$ cat config.mk
export PLATFORM = sky130hd
export DESIGN_NAME = mpf_router
export DESIGN_NICKNAME = d
export VERILOG_FILES = /design/src/pkg/mpf_pkg.sv /design/src/design/mpf_pin_mux.sv /design/src/design/mpf_router.sv
export VERILOG_INCLUDE_DIRS = /design/src /design/src/pkg
export SDC_FILE = /design/constraint.sdc
export NUM_CORES = 1
export LEC_CHECK = 0
export ABC_AREA = 1
export BUFFER_PORTS_ARGS = -buffer_cell sky130_fd_sc_hd__buf_2
export CAP_MARGIN = 30
export CELL_PAD_IN_SITES_DETAIL_PLACEMENT = 0
export CELL_PAD_IN_SITES_GLOBAL_PLACEMENT = 1
export CORE_ASPECT_RATIO = 1.1
export CORE_MARGIN = 4
export CORE_UTILIZATION = 39
export CTS_CLUSTER_DIAMETER = 80
export DETAILED_ROUTE_END_ITERATION = 8
export HOLD_SLACK_MARGIN = 0.03
export PLACE_DENSITY = 0.88
export SETUP_SLACK_MARGIN = 0.3
export SLEW_MARGIN = 10
export SYNTH_ARGS = -nofsm -noshare
export SYNTH_HDL_FRONTEND = slang
export SYNTH_SLANG_ARGS = --single-unit
$ cat constraint.sdc
create_clock -name mclk -period 2.7 [get_ports mclk]
set_clock_uncertainty 0.05 [all_clocks]
set_input_delay 0.405 -clock mclk [delete_from_list [all_inputs] [get_ports mclk]]
set_output_delay 0.405 -clock mclk [all_outputs]
set_load 0.1 [all_outputs]
$ cat src/pkg/mpf_cfg.svh
// constants of the pin function router: register indices, reset values,
// bus answers; included by the package user files, definitions only
`ifndef MPF_CFG_SVH
`define MPF_CFG_SVH

// ****************************************
// register indices (byte address = 4 x index)
// ****************************************
`define MPF_IDX_DIR    8'h60
`define MPF_IDX_SEL0   8'h61
`define MPF_IDX_SEL1   8'h62
`define MPF_IDX_SEL2   8'h63
`define MPF_IDX_ROUTE  8'h64
`define MPF_IDX_OUTV   8'h65
`define MPF_IDX_INV    8'h66
`define MPF_IDX_DIE    8'h67

// ****************************************
// widths, reset values, answers
// ****************************************
`define MPF_ADDR_LSB   2
`define MPF_IDX_W      8
`define MPF_REG_RST    8'h00
`define MPF_BIT_RST    1'b0
// arbitrary value, names no real part
`define MPF_SILICON_REVISION_CODE_DEF 8'h5A
`define MPF_RESP_OKAY  2'h0
`define MPF_RESP_ERR   2'h2
// level that an unrouted active-low input rests at
`define MPF_IDLE_LOW_N 1'b1

`endif

$ cat src/pkg/mpf_pkg.sv
// types of the pin function router: selector codes, routing codes,
// register layouts and signal groups; no logic
package mpf_pkg;

  typedef enum logic [3:0] {
    MPF_SEL_LOW       = 4'h0,
    MPF_SEL_RSV1      = 4'h1,
    MPF_SEL_USER      = 4'h2,
    MPF_SEL_MUTE_BOTH = 4'h3,
    MPF_SEL_MUTE_L    = 4'h4,
    MPF_SEL_MUTE_R    = 4'h5,
    MPF_SEL_CLK_BAD   = 4'h6,
    MPF_SEL_RSV7      = 4'h7,
    MPF_SEL_WARN      = 4'h8,
    MPF_SEL_SER_OUT   = 4'h9,
    MPF_SEL_RSVA      = 4'hA,
    MPF_SEL_FAULT     = 4'hB,
    MPF_SEL_SPI_CLK   = 4'hC,
    MPF_SEL_SPI_MOSI  = 4'hD,
    MPF_SEL_RSVE      = 4'hE,
    MPF_SEL_RSVF      = 4'hF
  } mpf_sel_e;

  typedef enum logic [1:0] {
    MPF_SRC_NONE = 2'h0,
    MPF_SRC_PIN0 = 2'h1,
    MPF_SRC_PIN1 = 2'h2,
    MPF_SRC_PIN2 = 2'h3
  } mpf_route_e;

  typedef struct packed {
    logic [3:0] rsv;
    mpf_sel_e   code;
  } mpf_sel_t;

  typedef struct packed {
    mpf_route_e miso;
    mpf_route_e ramp_sync_source;
    mpf_route_e reset_source;
    mpf_route_e mute_source;
  } mpf_route_t;

  typedef struct packed {
    logic [4:0] rsv;
    logic [2:0] bits;
  } mpf_pinbits_t;

  typedef struct packed {
    mpf_pinbits_t   dir;
    mpf_sel_t [2:0] sel;
    mpf_route_t     route;
    mpf_pinbits_t   outv;
    mpf_pinbits_t   inv;
  } mpf_regs_t;

  // device signals offered to the pins
  typedef struct packed {
    logic automute_l;
    logic automute_r;
    logic clock_invalid;
    logic warning_low_output;
    logic fault_low_output;
    logic serial_audio_out;
    logic spi_clk;
    logic spi_mosi;
  } mpf_src_t;

  // device inputs taken from the pins
  typedef struct packed {
    logic spi_miso;
    logic ramp_sync;
    logic reset_low;
    logic mute_low_input;
    logic amp_hiz;
  } mpf_rin_t;

  typedef struct packed {
    logic out;
    logic oe;
  } mpf_pin_t;

endpackage

$ cat src/design/mpf_pin_mux.sv
// one pin's output path: function selector, inversion, output enable
// assumes selector and sources are synchronous to mclk
`timescale 1ns/1ns
`include "mpf_cfg.svh"

module mpf_pin_mux (
  input  wire logic              mclk,
  input  wire logic              rst,
  input  wire mpf_pkg::mpf_sel_e code,
  input  wire logic              user_bit,
  input  wire logic              invert,
  input  wire logic              enable,
  input  wire mpf_pkg::mpf_src_t src,
  output logic                   pin_out,
  output logic                   pin_oe
);

  mpf_pkg::mpf_pin_t s;
  mpf_pkg::mpf_pin_t next_s;
  logic              raw;

  // ****************************************
  // selector decode
  // ****************************************
  always_comb begin
    case (code)
      mpf_pkg::MPF_SEL_LOW:       raw = 1'b0;
      mpf_pkg::MPF_SEL_USER:      raw = user_bit;
      mpf_pkg::MPF_SEL_MUTE_BOTH: begin
        raw = src.automute_l & src.automute_r;
      end
      mpf_pkg::MPF_SEL_MUTE_L:    raw = src.automute_l;
      mpf_pkg::MPF_SEL_MUTE_R:    raw = src.automute_r;
      mpf_pkg::MPF_SEL_CLK_BAD:   raw = src.clock_invalid;
      mpf_pkg::MPF_SEL_WARN:      raw = src.warning_low_output;
      mpf_pkg::MPF_SEL_SER_OUT:   raw = src.serial_audio_out;
      mpf_pkg::MPF_SEL_FAULT:     raw = src.fault_low_output;
      mpf_pkg::MPF_SEL_SPI_CLK:   raw = src.spi_clk;
      mpf_pkg::MPF_SEL_SPI_MOSI:  raw = src.spi_mosi;
      // reserved codes park low, then inversion applies
      default:                    raw = 1'b0;
    endcase
    next_s.out = raw ^ invert;
    next_s.oe  = enable;
  end

  always_ff @(posedge mclk) begin
    if (rst) begin
      s <= '{out: `MPF_BIT_RST, oe: `MPF_BIT_RST};
    end else begin
      s <= next_s;
    end
  end

  assign pin_out = s.out;
  assign pin_oe  = s.oe;
endmodule

$ cat src/design/mpf_router.sv
// pin function router: AXI4-Lite register file, three pin output paths,
// input routing for miso, ramp sync, reset and mute
// assumes pin inputs and device signals are synchronous to mclk
// What this block does
// - selector code 0000 drives the pin low and 0010 drives the user bit.
// - code 0011 drives a flag high only while both channels auto mute.
// - codes 0100 and 0101 drive the left and right auto-mute flags.
// - code 0110 drives the clock-invalid flag.
// - code 1000 makes the pin the active-low warning output.
// - code 1001 puts the serial audio data out stream on the pin.
// - code 1011 makes the pin the active-low fault output.
// - codes 1100 and 1101 put the spi clock and spi mosi on the pin.
// - miso and ramp sync fields pick none, pin 0, pin 1 or pin 2.
// - reset field picks the reset pin; pin 2 keeps its setup only when pin 2 is that reset pin.
// - the mute field picks an active-low mute pin that idles the amp.
// - the user output register holds one value bit per pin.
// - the inversion register holds one bit per pin that flips it.
// - the direction register enables each pin as an output when set.
`timescale 1ns/1ns
`include "mpf_cfg.svh"

module mpf_router #(
  parameter int         AW     = 12,
  // arbitrary value, names no real part
  parameter logic [7:0] SILICON_REVISION_CODE = `MPF_SILICON_REVISION_CODE_DEF
) (
  input  wire logic              mclk,
  input  wire logic              rst,
  input  wire logic [AW-1:0]     s_axi_awaddr,
  input  wire logic              s_axi_awvalid,
  output logic                   s_axi_awready,
  input  wire logic [31:0]       s_axi_wdata,
  input  wire logic [3:0]        s_axi_wstrb,
  input  wire logic              s_axi_wvalid,
  output logic                   s_axi_wready,
  output logic [1:0]             s_axi_bresp,
  output logic                   s_axi_bvalid,
  input  wire logic              s_axi_bready,
  input  wire logic [AW-1:0]     s_axi_araddr,
  input  wire logic              s_axi_arvalid,
  output logic                   s_axi_arready,
  output logic [31:0]            s_axi_rdata,
  output logic [1:0]             s_axi_rresp,
  output logic                   s_axi_rvalid,
  input  wire logic              s_axi_rready,
  input  wire logic [2:0]        pin_in,
  output logic [2:0]             pin_out,
  output logic [2:0]             pin_oe,
  input  wire mpf_pkg::mpf_src_t src,
  output mpf_pkg::mpf_rin_t      routed
);

  typedef struct packed {
    mpf_pkg::mpf_regs_t r;
    logic               aw_got;
    logic               aw_hit;
    logic [7:0]         aw_idx;
    logic               w_got;
    logic [7:0]         w_data;
    logic               w_en;
    logic               bvalid;
    logic [1:0]         bresp;
    logic               rvalid;
    logic [7:0]         rdata;
    logic [1:0]         rresp;
    mpf_pkg::mpf_rin_t  rin;
  } mpf_state_t;

  mpf_state_t      s;
  mpf_state_t      next_s;
  logic            aw_fire;
  logic            w_fire;
  logic            ar_fire;
  logic            wr_now;
  logic [AW-3:0]   aw_word;
  logic [AW-3:0]   ar_word;
  logic [8:0]      rd_res;
  logic [8:0]      wr_res;
  logic            pin_rst_n;
  logic            mute_n;

  // ****************************************
  // register read decode
  // ****************************************
  // returns {hit, data}
  function automatic logic [8:0] rd_reg(mpf_pkg::mpf_regs_t r,
                                        logic [7:0] idx);
    logic [8:0] v;
    v = {1'b1, `MPF_REG_RST};
    case (idx)
      `MPF_IDX_DIR:   v[7:0] = r.dir;
      `MPF_IDX_SEL0:  v[7:0] = r.sel[0];
      `MPF_IDX_SEL1:  v[7:0] = r.sel[1];
      `MPF_IDX_SEL2:  v[7:0] = r.sel[2];
      `MPF_IDX_ROUTE: v[7:0] = r.route;
      `MPF_IDX_OUTV:  v[7:0] = r.outv;
      `MPF_IDX_INV:   v[7:0] = r.inv;
      `MPF_IDX_DIE:   v[7:0] = SILICON_REVISION_CODE;
      default:        v[8]   = 1'b0;
    endcase
    return v;
  endfunction

  // picks the pin named by a routing code, idle level when none
  function automatic logic pick(mpf_pkg::mpf_route_e code,
                                logic [2:0] pins, logic idle);
    logic v;
    case (code)
      mpf_pkg::MPF_SRC_PIN0: v = pins[0];
      mpf_pkg::MPF_SRC_PIN1: v = pins[1];
      mpf_pkg::MPF_SRC_PIN2: v = pins[2];
      default:               v = idle;
    endcase
    return v;
  endfunction

  // ****************************************
  // bus handshakes
  // ****************************************
  // one write and one read in flight; address and data in either order
  assign s_axi_awready = !s.aw_got && !s.bvalid;
  assign s_axi_wready  = !s.w_got && !s.bvalid;
  assign s_axi_arready = !s.rvalid;
  assign aw_fire = s_axi_awvalid && s_axi_awready;
  assign w_fire  = s_axi_wvalid && s_axi_wready;
  assign ar_fire = s_axi_arvalid && s_axi_arready;
  assign wr_now  = s.aw_got && s.w_got && !s.bvalid;
  assign aw_word = s_axi_awaddr[AW-1:`MPF_ADDR_LSB];
  assign ar_word = s_axi_araddr[AW-1:`MPF_ADDR_LSB];
  assign rd_res  = rd_reg(s.r, ar_word[7:0]);
  assign wr_res  = rd_reg(s.r, s.aw_idx);

  assign pin_rst_n = pick(s.r.route.reset_source, pin_in,
                          `MPF_IDLE_LOW_N);
  assign mute_n    = pick(s.r.route.mute_source, pin_in,
                          `MPF_IDLE_LOW_N);

  // ****************************************
  // next state
  // ****************************************
  always_comb begin
    next_s = s;
    if (aw_fire) begin
      next_s.aw_got = 1'b1;
      next_s.aw_idx = aw_word[7:0];
      next_s.aw_hit = (aw_word[AW-3:`MPF_IDX_W] == '0);
    end
    if (w_fire) begin
      next_s.w_got  = 1'b1;
      next_s.w_data = s_axi_wdata[7:0];
      next_s.w_en   = s_axi_wstrb[0];
    end
    if (s.bvalid && s_axi_bready) begin
      next_s.bvalid = 1'b0;
    end
    if (wr_now) begin
      next_s.aw_got = 1'b0;
      next_s.w_got  = 1'b0;
      next_s.bvalid = 1'b1;
      next_s.bresp  = `MPF_RESP_OKAY;
      // upper lanes carry nothing; the id register ignores writes
      if (!s.aw_hit || !wr_res[8]) begin
        next_s.bresp = `MPF_RESP_ERR;
      end else if (s.w_en) begin
        case (s.aw_idx)
          `MPF_IDX_DIR:   next_s.r.dir     = s.w_data;
          `MPF_IDX_SEL0:  next_s.r.sel[0]  = s.w_data;
          `MPF_IDX_SEL1:  next_s.r.sel[1]  = s.w_data;
          `MPF_IDX_SEL2:  next_s.r.sel[2]  = s.w_data;
          `MPF_IDX_ROUTE: next_s.r.route   = s.w_data;
          `MPF_IDX_OUTV:  next_s.r.outv    = s.w_data;
          `MPF_IDX_INV:   next_s.r.inv     = s.w_data;
          default:        next_s.r         = s.r;
        endcase
      end
    end
    if (s.rvalid && s_axi_rready) begin
      next_s.rvalid = 1'b0;
    end
    if (ar_fire) begin
      next_s.rvalid = 1'b1;
      next_s.rdata  = rd_res[7:0];
      next_s.rresp  = `MPF_RESP_OKAY;
      if (!rd_res[8] || (ar_word[AW-3:`MPF_IDX_W] != '0)) begin
        next_s.rdata = `MPF_REG_RST;
        next_s.rresp = `MPF_RESP_ERR;
      end
    end
    // pin reset wins over a bus write; routing itself is kept
    if (!pin_rst_n) begin
      for (int i = 0; i < 3; i++) begin
        if (!(i == 2 &&
              s.r.route.reset_source == mpf_pkg::MPF_SRC_PIN2)) begin
          next_s.r.dir.bits[i]  = `MPF_BIT_RST;
          next_s.r.outv.bits[i] = `MPF_BIT_RST;
          next_s.r.inv.bits[i]  = `MPF_BIT_RST;
          next_s.r.sel[i]       = `MPF_REG_RST;
        end
      end
    end
    next_s.rin.spi_miso  = pick(s.r.route.miso, pin_in,
                                `MPF_BIT_RST);
    next_s.rin.ramp_sync = pick(s.r.route.ramp_sync_source, pin_in,
                                `MPF_BIT_RST);
    next_s.rin.reset_low      = pin_rst_n;
    next_s.rin.mute_low_input = mute_n;
    next_s.rin.amp_hiz        = !mute_n;
  end

  always_ff @(posedge mclk) begin
    if (rst) begin
      s     <= '0;
      s.rin <= '{spi_miso: `MPF_BIT_RST, ramp_sync: `MPF_BIT_RST,
                 reset_low: `MPF_IDLE_LOW_N,
                 mute_low_input: `MPF_IDLE_LOW_N,
                 amp_hiz: `MPF_BIT_RST};
    end else begin
      s <= next_s;
    end
  end

  assign s_axi_bvalid = s.bvalid;
  assign s_axi_bresp  = s.bresp;
  assign s_axi_rvalid = s.rvalid;
  assign s_axi_rresp  = s.rresp;
  assign s_axi_rdata  = {24'h000000, s.rdata};
  assign routed       = s.rin;

  // ****************************************
  // pin output paths
  // ****************************************
  for (genvar g = 0; g < 3; g++) begin : g_pin
    mpf_pin_mux u_mux (
      .mclk     (mclk),
      .rst      (rst),
      .code     (s.r.sel[g].code),
      .user_bit (s.r.outv.bits[g]),
      .invert   (s.r.inv.bits[g]),
      .enable   (s.r.dir.bits[g]),
      .src      (src),
      .pin_out  (pin_out[g]),
      .pin_oe   (pin_oe[g])
    );
  end
endmodule

==> flow_metrics.py <==
metrics = {
    "yosys": {
        "synth_top_family_by_area": "simple AND/OR/NAND/NOR gates",
        "synthMuxAreaShare_pct": 0,
        "yosys.area_share.adder_pct": 0,
        "synth_commonest_cells": "nand2_1, nor2_1, inv_1, dfxtp_1, nand3_1",
        "syn_area_um2": 5540,
        "synthArstFlopShare_pct": 0,
        "syn_area_per_cell_um2": 6.23,
        "yosysTopAreaCell": "dfxtp_1",
        "synthCells": 889,
        "yosys_warnings": 0,
        "ys_types": 26,
        "synth-xor-area-share_pct": 0,
        "ys_ff_latch": 99,
        "ys_seq_area_share_pct": 35.8,
        "yosys-top-cells-area": "dfxtp_1, nand2_1, nor2_1",
        "synth_compound_area_share_pct": 6.50,
        "ys.flop_type": "dfxtp_1",
        "synth_edf_count": 0,
        "yosys.area_share.simple_pct": 39.9,
        "synth_top_area_share_pct": 35.8,
        "yosysMostFrequentCell": "nand2_1",
    },
    "run": {
        "drv_cap": 0,
    },
    "setup_path": {
        "arrival_ps": 2440,
        "crit_fanout": 13,
        "critPathKind": "flip-flop to flip-flop",
        "worstPathRequired_ps": 2930,
        "critPathLaunchType": "flip-flop",
        "worst_setup_path_end_kind": "flip-flop",
    },
    "sta": {
        "worst_slack_ps": 492,
        "worstMarginPinSlew_ps": 810,
        "drv_slew": 0,
        "min_period_ps": 2210,
        "setup_tns_ps": 0,
        "period_share_pct": 81.8,
        "hold_violations": 0,
        "fmax_mhz": 453,
        "rsz0062_at_grt": "yes",
        "relSlewSlack_pct": 45.9,
        "finalSetupViolCount": 0,
    },
    "route": {
        "met2_length_mm": 6.30,
        "vias": 5142,
        "route.met3.wl_um": 929,
        "vias_per_cell": 4.55,
        "dr.pass1.iters": 5,
        "topRoutingLayerUsed": "met4",
        "drt_iter0_markers": 310,
        "drcViolationCount": 0,
        "wl_met1_mm": 6.71,
        "avgRoutedWirePerCell_um": 12.4,
        "drtAntennaViolNets": 0,
        "wl_mm": 14.0,
    },
    "global_route": {
        "grt_pass1_wl_mm": 22.7,
        "antenna_found_initial": 0,
        "overflow": 0,
        "grt_pass1_vias": 4597,
        "grt_usage_pct": 17.5,
        "grt_max_degree": 29,
    },
    "place": {
        "placed_cell_area_um2": 5900,
        "pre_cts_ws_ps": 529,
        "place_congestion": 0.828,
        "hpwl_mm": 10.4,
        "numPortBuffers": 72,
    },
    "die": {
        "die_h_um": 133,
        "design.die.area_um2": 16200,
        "io_pins": 130,
        "core-area_um2": 13900,
        "row_count": 45,
        "start_util_pct": 40.0,
        "die-width_um": 122,
    },
    "layout": {
        "seqCellArea_um2": 1980,
        "antenna_cells": 0,
        "fillers": 1504,
        "syn2layout_area_growth_pct": 11.6,
        "design_area_um2": 6180,
        "multi_input_area_um2": 2690,
        "layout-drive-gt1-share_pct": 13.6,
        "post-route-util_pct": 44.6,
        "nNetsFinal": 1014,
    },
    "clock_network": {
        "clockRootBuffer": "clkbuf_16",
        "clock_sinks": 99,
        "post_cts_buffers": 0,
        "cts_tree": "done",
        "cts_resized": 0,
        "htree_levels": 3,
        "clk_latency_ps": 350,
        "cts_buffers": 9,
        "ctsHoldBuffers": 0,
        "clk_path_buf_depth": 2,
        "clkTransAtPathRegs_ps": 60,
    },
    "hold_path": {
        "hold_class": "primary input to flip-flop",
    },
    "run_status": {
        "status": "finished clean",
    },
    "power": {
        "p_leak_nw": 3.14,
        "p_per_area_nw_per_um2": 523,
        "peakVddDrop_v": 0.000341,
    },
}
path summary, 6_finish.rpt:
path | start | to | slack (ps) | cells past startpoint
worst max-delay path | s[28]$_SDFFE_PP0P_ | s[42]$_SDFFE_PP0P_ | 490 | 8
worst max register to register | s[28]$_SDFFE_PP0P_ | s[42]$_SDFFE_PP0P_ | 490 | 8
worst min register to register | s[36]$_SDFFE_PP0P_ | s[36]$_SDFFE_PP0P_ | 400 | 2
worst min-delay path | s_axi_bready | s_axi_bvalid$_SDFFE_PP0P_ | 250 | 4
placed cells by master, fill, tap and decap left out, types with 2 or more instances in the layout:
cell type and count:
nand3_1 81, nor2_4 4, conb_1 26, nor2_1 143
nor2_2 8, clkinv_2 2, buf_4 14, dfxtp_1 98
nand4_1 32, inv_1 126, buf_2 72, nand2_1 230
nor3_1 6, clkbuf_8 2, clkinvlp_4 3, o21ai_0 33
inv_2 2, nand3_2 5, clkbuf_16 9, a21oi_1 33
a211oi_1 2, buf_12 2
final cells by class:
cell class                 instances  area share [%]
clock buffer                      12            4.15
multi-input combinational        609            43.5
timing repair buffer              88            8.18
inverter                         129            7.89
clock inverter                     4           0.405
tap                              188            3.80
sequential                        99            32.1
worst max-delay path, cell delays in order (launching register included):
cell     delay [ps]
dfxtp_1         380
inv_1            70
nor2_1          120
nand2_1         120
nor2_2          470
nand3_1         560
nand2_1         180
nand2_1          60
nor2_1          110
metrics by stage:
stage                     instances  total power, mW  hold WS (ps)
after global placement         1113             2.03           391
after detailed placement       1113             2.03           395
final                          1129             3.23           248
after CTS                      1129             3.26           236
after global routing           1129             3.35           249
after floorplan                 914             1.96           375
kinds of logic after synthesis:
family / count (synthesis)
buffers and inverters: 206
and+or+nand+nor: 513
other: 1
DFF: 99
AOI/OAI and AO/OA: 70
sequential cells by signal (all words and copies together), names as in the netlist:
signal,cells
s,76
g_pin.u_mux.pin_out,3
s_axi_rresp,1
s_axi_rdata,8
routed,5
s_axi_rvalid,1
s_axi_bresp,1
s_axi_bvalid,1
g_pin.u_mux.pin_oe,3
layer usage:
layer | track usage, % | vias up
li1 | - | 2776
met1 | 24.2 | 2208
met2 | 27.7 | 150
met3 | 4.53 | 8
met4 | 3.05 | 0
met5 | 0 | -
power breakdown:
part,total [mW],switching (mW),internal (mW)
clock network,1.23,0.556,0.672
logic,0.472,0.388,0.0843
registers,1.53,0.0374,1.49
(Power assumes the default switching activity.)
